==> src/logic/ict_pkg.sv <==
// Constants, form table and types for the instruction cycle timing block
package ict_pkg;
  localparam int FORM_W = 6;
  localparam int FORM_COUNT = 42;
  localparam int CNT_W = 24;
  localparam int ADDR_W = 5;
  localparam int LEN_W = 3;
  localparam int REP_W_DEF = 16;

  // Address calculation clocks by component mix
  localparam logic [ADDR_W-1:0] ADDR_T_DIRECT = 5'h06;
  localparam logic [ADDR_W-1:0] ADDR_T_ONE_REG = 5'h05;
  localparam logic [ADDR_W-1:0] ADDR_T_OFS_ONE = 5'h09;
  localparam logic [ADDR_W-1:0] ADDR_T_PAIR_FAST = 5'h07;
  localparam logic [ADDR_W-1:0] ADDR_T_PAIR_SLOW = 5'h08;
  localparam logic [ADDR_W-1:0] ADDR_T_DPAIR_FAST = 5'h0b;
  localparam logic [ADDR_W-1:0] ADDR_T_DPAIR_SLOW = 5'h0c;
  localparam logic [ADDR_W-1:0] ADDR_T_SEG_OVR = 5'h02;
  localparam logic [7:0] WORD_PENALTY = 8'h04;

  typedef enum logic [1:0] {BASE_NONE, BASE_REG_B, BASE_POINTER_REG}
    ict_base_e;
  typedef enum logic [1:0] {IDX_NONE, IDX_SRC_REG, IDX_DEST_REG}
    ict_index_e;

  typedef enum logic [FORM_W-1:0] {
    F_ADJ_ADD, F_ADJ_DIV, F_ADJ_MUL, F_ADJ_SUB,
    F_ARI_RR, F_ARI_RM, F_ARI_MR, F_ARI_RI, F_ARI_MI, F_ARI_AI,
    F_COMPARE_RR, F_COMPARE_RM, F_COMPARE_MR, F_COMPARE_RI,
    F_COMPARE_MI, F_COMPARE_AI, F_STRCMP_ONE, F_STRCMP_REP,
    F_CALL_NEAR, F_CALL_FAR, F_CALL_MEM16, F_CALL_REG16, F_CALL_MEM32,
    F_FLAG_OP, F_STEP_R16, F_STEP_R8, F_STEP_MEM,
    F_SDIV_R8, F_SDIV_R16, F_SDIV_M8, F_SDIV_M16,
    F_SMUL_R8, F_SMUL_R16, F_SMUL_M8, F_SMUL_M16,
    F_IN_IMM, F_IN_PORT_REG, F_INT_BRK, F_INT_N, F_MASKINT_ACK,
    F_ESCAPE_MEM, F_ESCAPE_REG
  } ict_form_e;

  typedef struct packed {
    logic [7:0] cmin;
    logic [7:0] cmax;
    logic [7:0] rep_clk;
    logic [2:0] xfer;
    logic [1:0] rep_xfer;
    logic uses_addr;
    logic stack;
    logic [LEN_W-1:0] len_min;
    logic [LEN_W-1:0] len_max;
  } ict_entry_s;

  // cmin, cmax, per-repeat clocks, transfers, per-repeat transfers,
  // address time used, all transfers are words, length range
  // Rows in form order hold the per-form counts
  localparam ict_entry_s FORM_TAB [FORM_COUNT] = '{
    '{8'h04, 8'h04, 8'h00, 3'h0, 2'h0, 1'b0, 1'b0, 3'h1, 3'h1},
    '{8'h3c, 8'h3c, 8'h00, 3'h0, 2'h0, 1'b0, 1'b0, 3'h2, 3'h2},
    '{8'h53, 8'h53, 8'h00, 3'h0, 2'h0, 1'b0, 1'b0, 3'h1, 3'h1},
    '{8'h04, 8'h04, 8'h00, 3'h0, 2'h0, 1'b0, 1'b0, 3'h1, 3'h1},
    '{8'h03, 8'h03, 8'h00, 3'h0, 2'h0, 1'b0, 1'b0, 3'h2, 3'h2},
    '{8'h09, 8'h09, 8'h00, 3'h1, 2'h0, 1'b1, 1'b0, 3'h2, 3'h4},
    '{8'h10, 8'h10, 8'h00, 3'h2, 2'h0, 1'b1, 1'b0, 3'h2, 3'h4},
    '{8'h04, 8'h04, 8'h00, 3'h0, 2'h0, 1'b0, 1'b0, 3'h3, 3'h4},
    '{8'h11, 8'h11, 8'h00, 3'h2, 2'h0, 1'b1, 1'b0, 3'h3, 3'h6},
    '{8'h04, 8'h04, 8'h00, 3'h0, 2'h0, 1'b0, 1'b0, 3'h2, 3'h3},
    '{8'h03, 8'h03, 8'h00, 3'h0, 2'h0, 1'b0, 1'b0, 3'h2, 3'h2},
    '{8'h09, 8'h09, 8'h00, 3'h1, 2'h0, 1'b1, 1'b0, 3'h2, 3'h4},
    '{8'h09, 8'h09, 8'h00, 3'h1, 2'h0, 1'b1, 1'b0, 3'h2, 3'h4},
    '{8'h04, 8'h04, 8'h00, 3'h0, 2'h0, 1'b0, 1'b0, 3'h3, 3'h4},
    '{8'h0a, 8'h0a, 8'h00, 3'h1, 2'h0, 1'b1, 1'b0, 3'h3, 3'h6},
    '{8'h04, 8'h04, 8'h00, 3'h0, 2'h0, 1'b0, 1'b0, 3'h2, 3'h3},
    '{8'h16, 8'h16, 8'h00, 3'h2, 2'h0, 1'b0, 1'b0, 3'h1, 3'h1},
    '{8'h09, 8'h09, 8'h16, 3'h0, 2'h2, 1'b0, 1'b0, 3'h1, 3'h1},
    '{8'h13, 8'h13, 8'h00, 3'h1, 2'h0, 1'b0, 1'b1, 3'h3, 3'h3},
    '{8'h1c, 8'h1c, 8'h00, 3'h2, 2'h0, 1'b0, 1'b1, 3'h5, 3'h5},
    '{8'h15, 8'h15, 8'h00, 3'h2, 2'h0, 1'b1, 1'b1, 3'h2, 3'h4},
    '{8'h10, 8'h10, 8'h00, 3'h1, 2'h0, 1'b0, 1'b1, 3'h2, 3'h2},
    '{8'h25, 8'h25, 8'h00, 3'h4, 2'h0, 1'b1, 1'b1, 3'h2, 3'h4},
    '{8'h02, 8'h02, 8'h00, 3'h0, 2'h0, 1'b0, 1'b0, 3'h1, 3'h1},
    '{8'h02, 8'h02, 8'h00, 3'h0, 2'h0, 1'b0, 1'b0, 3'h1, 3'h1},
    '{8'h03, 8'h03, 8'h00, 3'h0, 2'h0, 1'b0, 1'b0, 3'h2, 3'h2},
    '{8'h0f, 8'h0f, 8'h00, 3'h2, 2'h0, 1'b1, 1'b0, 3'h2, 3'h4},
    '{8'h65, 8'h70, 8'h00, 3'h0, 2'h0, 1'b0, 1'b0, 3'h2, 3'h2},
    '{8'ha5, 8'hb8, 8'h00, 3'h0, 2'h0, 1'b0, 1'b0, 3'h2, 3'h2},
    '{8'h6b, 8'h76, 8'h00, 3'h1, 2'h0, 1'b1, 1'b0, 3'h2, 3'h4},
    '{8'hab, 8'hbe, 8'h00, 3'h1, 2'h0, 1'b1, 1'b0, 3'h2, 3'h4},
    '{8'h50, 8'h62, 8'h00, 3'h0, 2'h0, 1'b0, 1'b0, 3'h2, 3'h2},
    '{8'h80, 8'h9a, 8'h00, 3'h0, 2'h0, 1'b0, 1'b0, 3'h2, 3'h2},
    '{8'h56, 8'h68, 8'h00, 3'h1, 2'h0, 1'b1, 1'b0, 3'h2, 3'h4},
    '{8'h86, 8'ha0, 8'h00, 3'h1, 2'h0, 1'b1, 1'b0, 3'h2, 3'h4},
    '{8'h0a, 8'h0a, 8'h00, 3'h1, 2'h0, 1'b0, 1'b0, 3'h2, 3'h2},
    '{8'h08, 8'h08, 8'h00, 3'h1, 2'h0, 1'b0, 1'b0, 3'h1, 3'h1},
    '{8'h34, 8'h34, 8'h00, 3'h5, 2'h0, 1'b0, 1'b1, 3'h1, 3'h1},
    '{8'h33, 8'h33, 8'h00, 3'h5, 2'h0, 1'b0, 1'b1, 3'h2, 3'h2},
    '{8'h3d, 8'h3d, 8'h00, 3'h7, 2'h0, 1'b0, 1'b1, 3'h0, 3'h0},
    '{8'h08, 8'h08, 8'h00, 3'h1, 2'h0, 1'b1, 1'b0, 3'h2, 3'h4},
    '{8'h02, 8'h02, 8'h00, 3'h0, 2'h0, 1'b0, 1'b0, 3'h2, 3'h2}
  };
endpackage

==> src/logic/ict_addr_if.sv <==
// Operand address description and its calculation time
interface ict_addr_if import ict_pkg::*; ();
  ict_base_e base_sel;
  ict_index_e idx_sel;
  logic displacement_on;
  logic seg_override;
  logic [ADDR_W-1:0] addr_clks;

  modport calc(input base_sel, input idx_sel, input displacement_on,
               input seg_override, output addr_clks);
  modport user(output base_sel, output idx_sel, output displacement_on,
               output seg_override, input addr_clks);
endinterface

==> src/logic/ict_addr_time.sv <==
// Operand address calculation time from base, index and displacement
module ict_addr_time import ict_pkg::*; (
  ict_addr_if.calc ai
);
  logic [ADDR_W-1:0] raw;
  logic fast_pair;

  // Pairs with the pointer base and dest index, or b base and src index,
  // are the one-clock-faster combinations
  always_comb begin
    fast_pair = (ai.base_sel == BASE_POINTER_REG && ai.idx_sel == IDX_DEST_REG)
             || (ai.base_sel == BASE_REG_B && ai.idx_sel == IDX_SRC_REG);
    if (ai.base_sel == BASE_NONE && ai.idx_sel == IDX_NONE) begin
      raw = ADDR_T_DIRECT; // direct address is displacement only
    end else if (ai.base_sel == BASE_NONE || ai.idx_sel == IDX_NONE) begin
      raw = ai.displacement_on ? ADDR_T_OFS_ONE : ADDR_T_ONE_REG;
    end else if (ai.displacement_on) begin
      raw = fast_pair ? ADDR_T_DPAIR_FAST : ADDR_T_DPAIR_SLOW;
    end else begin
      raw = fast_pair ? ADDR_T_PAIR_FAST : ADDR_T_PAIR_SLOW;
    end
  end

  // Override surcharge sits on top of every mix
  assign ai.addr_clks = ai.seg_override ? raw + ADDR_T_SEG_OVR : raw;
endmodule

==> src/logic/ict_timing.sv <==
// Instruction cycle timing calculator, top level
module ict_timing import ict_pkg::*; #(
  parameter int REP_W = REP_W_DEF
) (
  input logic mclk,
  input logic arst_n,
  input logic req_valid,
  input logic [FORM_W-1:0] req_form,
  input ict_base_e req_base,
  input ict_index_e req_index,
  input logic req_displacement,
  input logic req_seg_override,
  input logic req_word,
  input logic req_odd,
  input logic bus8_mode,
  input logic [REP_W-1:0] req_rep_count,
  output logic req_ready,
  output logic res_valid,
  output logic res_bad_form,
  output logic [CNT_W-1:0] res_clk_min,
  output logic [CNT_W-1:0] res_clk_max,
  output logic [CNT_W-1:0] res_xfers,
  output logic [ADDR_W-1:0] res_addr_clks,
  output logic [LEN_W-1:0] res_len_min,
  output logic [LEN_W-1:0] res_len_max
);
  typedef enum logic [1:0] {
    ST_IDLE = 2'b01,
    ST_CALC = 2'b10
  } ict_state_e;

  ict_state_e state_reg;
  logic ready_reg;
  logic valid_reg;
  logic bad_reg;
  logic [FORM_W-1:0] form_reg;
  ict_base_e base_reg;
  ict_index_e index_reg;
  logic displacement_reg;
  logic seg_reg;
  logic word_reg;
  logic odd_reg;
  logic bus8_reg;
  logic [REP_W-1:0] rep_reg;
  logic [CNT_W-1:0] clk_min_reg;
  logic [CNT_W-1:0] clk_max_reg;
  logic [CNT_W-1:0] xfers_reg;
  logic [ADDR_W-1:0] addr_reg;
  logic [LEN_W-1:0] len_min_reg;
  logic [LEN_W-1:0] len_max_reg;

  ict_entry_s ent;
  logic form_ok;
  logic word_hit;
  logic [CNT_W-1:0] rep_c;
  logic [CNT_W-1:0] xfer_next;
  logic [CNT_W-1:0] pen_next;
  logic [ADDR_W-1:0] addr_next;
  logic [CNT_W-1:0] clk_min_next;
  logic [CNT_W-1:0] clk_max_next;
  logic take;

  ict_addr_if aif ();

  assign take = req_valid && ready_reg;

  // Address descriptor goes to the calculator from the captured copy
  assign aif.base_sel = base_reg;
  assign aif.idx_sel = index_reg;
  assign aif.displacement_on = displacement_reg;
  assign aif.seg_override = seg_reg;

  ict_addr_time u_addr (
    .ai(aif.calc)
  );

  // Two-state sequencer: capture, then compute and present
  always_ff @(posedge mclk or negedge arst_n) begin
    if (!arst_n) begin
      state_reg <= ST_IDLE;
      ready_reg <= 1'b1;
      valid_reg <= 1'b0;
    end else begin
      case (state_reg)
        ST_IDLE: begin
          valid_reg <= 1'b0;
          if (take) begin
            state_reg <= ST_CALC;
            ready_reg <= 1'b0;
          end
        end
        ST_CALC: begin
          state_reg <= ST_IDLE;
          ready_reg <= 1'b1;
          valid_reg <= 1'b1;
        end
        default: begin
          state_reg <= ST_IDLE;
          ready_reg <= 1'b1;
          valid_reg <= 1'b0;
        end
      endcase
    end
  end

  // Request capture; the bus width mode is sampled with each request
  always_ff @(posedge mclk or negedge arst_n) begin
    if (!arst_n) begin
      form_reg <= '0;
      base_reg <= BASE_NONE;
      index_reg <= IDX_NONE;
      displacement_reg <= 1'b0;
      seg_reg <= 1'b0;
      word_reg <= 1'b0;
      odd_reg <= 1'b0;
      bus8_reg <= 1'b0;
      rep_reg <= '0;
    end else if (take) begin
      form_reg <= req_form;
      base_reg <= req_base;
      index_reg <= req_index;
      displacement_reg <= req_displacement;
      seg_reg <= req_seg_override;
      word_reg <= req_word;
      odd_reg <= req_odd;
      bus8_reg <= bus8_mode;
      rep_reg <= req_rep_count;
    end
  end

  // Pure function of the captured request: no history enters, so the
  // same request always costs the same
  always_comb begin
    form_ok = form_reg < FORM_W'(FORM_COUNT);
    ent = form_ok ? FORM_TAB[form_reg] : '0;
    rep_c = CNT_W'(ent.rep_clk) * CNT_W'(rep_reg);
    xfer_next = CNT_W'(ent.xfer)
              + CNT_W'(ent.rep_xfer) * CNT_W'(rep_reg);
    addr_next = ent.uses_addr ? aif.addr_clks : '0;
    // Narrow bus pays on every word; wide bus only on odd words
    word_hit = bus8_reg ? (word_reg || ent.stack)
                        : ((word_reg || ent.stack) && odd_reg);
    pen_next = word_hit ? CNT_W'(WORD_PENALTY) * xfer_next : '0;
    clk_min_next = CNT_W'(ent.cmin) + rep_c + CNT_W'(addr_next)
                 + pen_next;
    clk_max_next = CNT_W'(ent.cmax) + rep_c + CNT_W'(addr_next)
                 + pen_next;
  end

  // Result registers hold until the next result is presented
  always_ff @(posedge mclk or negedge arst_n) begin
    if (!arst_n) begin
      bad_reg <= 1'b0;
      clk_min_reg <= '0;
      clk_max_reg <= '0;
      xfers_reg <= '0;
      addr_reg <= '0;
      len_min_reg <= '0;
      len_max_reg <= '0;
    end else if (state_reg == ST_CALC) begin
      bad_reg <= !form_ok;
      clk_min_reg <= clk_min_next;
      clk_max_reg <= clk_max_next;
      xfers_reg <= xfer_next;
      addr_reg <= addr_next;
      len_min_reg <= ent.len_min;
      len_max_reg <= ent.len_max;
    end
  end

  assign req_ready = ready_reg;
  assign res_valid = valid_reg;
  assign res_bad_form = bad_reg;
  assign res_clk_min = clk_min_reg;
  assign res_clk_max = clk_max_reg;
  assign res_xfers = xfers_reg;
  assign res_addr_clks = addr_reg;
  assign res_len_min = len_min_reg;
  assign res_len_max = len_max_reg;

  // Checking helpers: previous request key and its answer
  logic [FORM_W+REP_W+8:0] key_now;
  logic [FORM_W+REP_W+8:0] key_last;
  logic seen_reg;
  logic same_reg;
  logic [CNT_W-1:0] prev_min_reg;
  logic [CNT_W-1:0] prev_max_reg;
  logic calc;

  assign calc = state_reg == ST_CALC;
  assign key_now = {form_reg, base_reg, index_reg, displacement_reg,
                    seg_reg, word_reg, odd_reg, bus8_reg, rep_reg};

  always_ff @(posedge mclk or negedge arst_n) begin
    if (!arst_n) begin
      key_last <= '0;
      seen_reg <= 1'b0;
      same_reg <= 1'b0;
      prev_min_reg <= '0;
      prev_max_reg <= '0;
    end else if (calc) begin
      key_last <= key_now;
      seen_reg <= 1'b1;
      same_reg <= seen_reg && key_now == key_last;
      prev_min_reg <= clk_min_reg;
      prev_max_reg <= clk_max_reg;
    end
  end

  // Plain operand: byte data, no override, no address registers
  logic plain_op;
  assign plain_op = !word_reg && !seg_reg && base_reg == BASE_NONE
                    && index_reg == IDX_NONE;
endmodule

==> config.mk <==
export PLATFORM = sky130hd
export DESIGN_NAME = ict_timing
export DESIGN_NICKNAME = d
export VERILOG_FILES = /design/src/logic/ict_pkg.sv /design/src/logic/ict_addr_if.sv /design/src/logic/ict_addr_time.sv /design/src/logic/ict_timing.sv
export SDC_FILE = /design/constraint.sdc
export NUM_CORES = 1
export LEC_CHECK = 0
export BUFFER_PORTS_ARGS = -buffer_cell sky130_fd_sc_hd__buf_2
export CORE_MARGIN = 2
export CORE_UTILIZATION = 40
export DETAILED_ROUTE_END_ITERATION = 6
export MAX_ROUTING_LAYER = met4
export PLACE_DENSITY = 0.64
export SYNTH_ARGS = -nofsm -noshare
export SYNTH_HDL_FRONTEND = slang
export SYNTH_SLANG_ARGS = --single-unit
==> constraint.sdc <==
create_clock -name mclk -period 15 [get_ports mclk]
set_input_delay 4.5 -clock mclk [delete_from_list [all_inputs] [get_ports mclk]]
set_output_delay 4.5 -clock mclk [all_outputs]
set_load 0.02 [all_outputs]
==> summary.md <==
| Metric | Value |
|---|---|
| Final WL | `29600 um` |
| Final hold vios | `0` |
| Post-Place Cells | `1621` |
| Clk_skew | `around 0.014 ns` |
| CP bufs+invs | `3` |
| Total power per unit cell area | `a little under 100 nW/um^2` |
| Status | `finished clean` |
| CTS Hold Buffers Added | `0` |
| First DRT Iteration DRCs | `between 600 and 700` |
| Die footprint | `between 20000 and 30000 sq um` |
| Share of flip-flops with an asynchronous set or reset | `between 90% and 100%` |
| Slowest-stage cell, CP | `nor3b_4` |
| RSZ-0062 raised after global routing | `false` |
| Top Ports | `120` |
| CTS root buf | `clkbuf_16` |
| Area after DPL | `~11000 sq um` |
| Max Fclk | `between 100 and 150 MHz` |
| Fin area | `~12000 sq um` |
| Count leader, synth | `nand2_1` |
| Util after Layout | `between 40% and 50%` |
| Setup bufs post-CTS | `0` |
| Mapped Area | `~11000 sq um` |
| Initial antenna violation count | `0` |
| Worst-Skew Late Latency | `0.36 ns` |
| Setup TNS | `0 ns` |
| Total power | `approximately 0.0011 W` |
| Die Ht | `between 150 and 200 um` |
| Row cnt | `59` |
| First-pass GRT wire length | `about 48000 um` |
| TritonCTS clock tree | `built` |
| Share of cells above drive strength 1 | `between 10% and 20%` |
| Vias | `approximately 9k` |
| Area share of the largest cell type after synthesis | `25.7%` |
| Comb power frac | `44.7%` |
| Die X | `between 150 and 200 um` |
| Initial Util | `40.7%` |
| Critical path startpoint category | `flop` |
| Yosys warns | `0` |
| Fin crit share | `52.8%` |
| Part of the power in registers | `between 30% and 40%` |
| Library cells used by synthesis | `slightly below 80` |
| Post-synth top flop | `dfrtp_1` |
| Leakage | `just over 6 nW` |
| Area leader, netlist | `dfrtp_1` |
| Slew Viols, Final | `0` |
| IO Port Bufs | `~110` |
| Slew @ Worst Pin | `1.05 ns` |
| Longest Clk Path Bufs | `2` |
| Max_slew headroom | `29.4%` |
| Cells after synthesis | `between 1k and 1.5k` |
| Worst path max stage delay | `~0.68 ns` |
| Arrival @ worst endpoint | `about 8.2 ns` |
| CTS Buf Count | `9` |
| Nets | `1496` |
| Top delay family on crit path | `adder cells` |
| Final setup vio count | `0` |
| WL/cell | `roughly 18 um` |
| Number of synthesized flops with an enable pin | `0` |
| Post_cts resized | `0` |
| GP Congestion | `between 0.9 and 1` |
| Net Sw Frac | `43.1%` |
| Post-route insts no fill | `1636` |
| CP Class | `flop to flop` |
| Worst-path clk slew | `approximately 0.080 ns` |
| H-tree Lvls | `3` |
| DR DRC count | `0` |
| DPL Wire Length | `about 23000 um` |
| Vias per cell | `approximately 5.7` |
| Grt total ovfl | `0` |
| Int Power | `approximately 0.00065 W` |
| Synth area leaders | `dfrtp_1 26%, ha_1 16%, fa_1 6.2%` |
| Total GRT Usage | `22.0%` |
| Clock Power Share | `around a fifth` |
| Switching power | `around 0.0005 W` |
| Vias in the first global route | `approximately 9k` |
| Pin count of the biggest net entering global routing | `71` |
| Worst min path class | `flop to flop` |
| Max cap viols | `0` |
| Sequential fraction of the synthesis area | `roughly 26%` |
| Area added between synthesis and finish | `9.73%` |
| Syn avg cell area | `between 8 and 9 sq um` |
| Most frequent CP cell | `ha_1` |
| Core footprint | `~26000 sq um` |
| ANT cells | `0` |
| Post-layout min period | `7.92 ns` |
| Worst VDD drop | `between 80 and 90 uV` |
| Post-synth top cells | `139 x nand2_1, 132 x ha_1, 109 x dfrtp_1, 106 x inv_1, 82 x o21ai_0` |
| DR pass1 iterations | `5` |
| CTS sink cnt | `110` |
| Final antenna-violating net count | `0` |
| Worst Path Required | `15.25 ns` |
| CP endpoint kind | `flop` |
| Seq cells post-synth | `110` |
| Crit Path Max Fanout | `19` |
power by group through the flow:
stage / clock network, W / logic, W / registers (W)
after CTS: 0.000242 / 0.000515 / 0.000401
after global placement: 0 / 0.000515 / 0.000405
after floorplan: 0 / 0.000307 / 0.000447
after global routing: 0.000252 / 0.000569 / 0.000410
after detailed placement: 0 / 0.000514 / 0.000407
final: 0.000235 / 0.000513 / 0.000401
logic make-up after synthesis:
group	synth area share, %
buffers and inverters	6.85
DFF	26.0
muxes	4.79
AOI/OAI and AO/OA	20.4
xor gates and xnor gates	3.87
other	0.0354
and+or+nand+nor	16.1
adders and majority gates	21.9
area by class of cell:
cell class                      instances  area, sq um
Fill cell                            2610        14400
Multi-Input combinational cell        947         7150
Sequential cell                       110         2750
Timing Repair Buffer                  121          633
Tap cell                              335          419
Inverter                              108          405
Clock buffer                           10          229
Clock inverter                          5         36.3
tightest hold or removal path, stage by stage, from the launching register on:
cell and delay [ns]:
dfrtp_1 0.34, nand2_1 0.05, nand2_1 0.05
worst paths after layout:
check / startpoint / slack, ns / cells past startpoint / end
max: form_reg[1] / 7.08 / 25 / res_clk_min[20]
min in group asynchronous: arst_n / 4.16 / 1 / res_xfers[0]
min: res_clk_max[1] / 0.47 / 2 / res_clk_max[1]
max reg2reg: form_reg[1] / 7.08 / 25 / res_clk_min[20]
min reg2reg: res_clk_max[1] / 0.47 / 2 / res_clk_max[1]
max in group asynchronous: arst_n / 9.63 / 2 / res_clk_min[21]
routing by layer:
layer | wire length [um] | track usage (%) | vias to the layer above
met4 | 610 | 5.51 | 0
li1 | - | - | 4502
met5 | 0 | - | -
met3 | 1360 | 2.59 | 41
met2 | 14100 | 36.2 | 284
met1 | 13600 | 29.1 | 4428
stage by stage:
| stage | hold slack [ns] | setup slack (ns) |
|---|---|---|
| final | 0.475 | 7.08 |
| after floorplan | 0.453 | 8.13 |
| after CTS | 0.477 | 7.15 |
| after detailed placement | 0.457 | 7.19 |
| after global placement | 0.457 | 7.34 |
| after global routing | 0.504 | 6.42 |
cells in the final DEF, fill, tap and decap left out, types with 24 or more instances in the layout:
cell type | Yosys | layout
mux2_2 | 36 | 36
nand3_1 | 27 | 27
buf_2 | 13 | 110
ha_1 | 132 | 132
nor2_1 | 69 | 69
nand2_1 | 139 | 139
dfrtp_1 | 109 | 109
a211oi_1 | 24 | 24
o21ai_0 | 82 | 82
a21oi_1 | 65 | 65
xnor2_1 | 29 | 29
inv_1 | 106 | 106
fa_1 | 33 | 33
(Power assumes the default switching activity.)
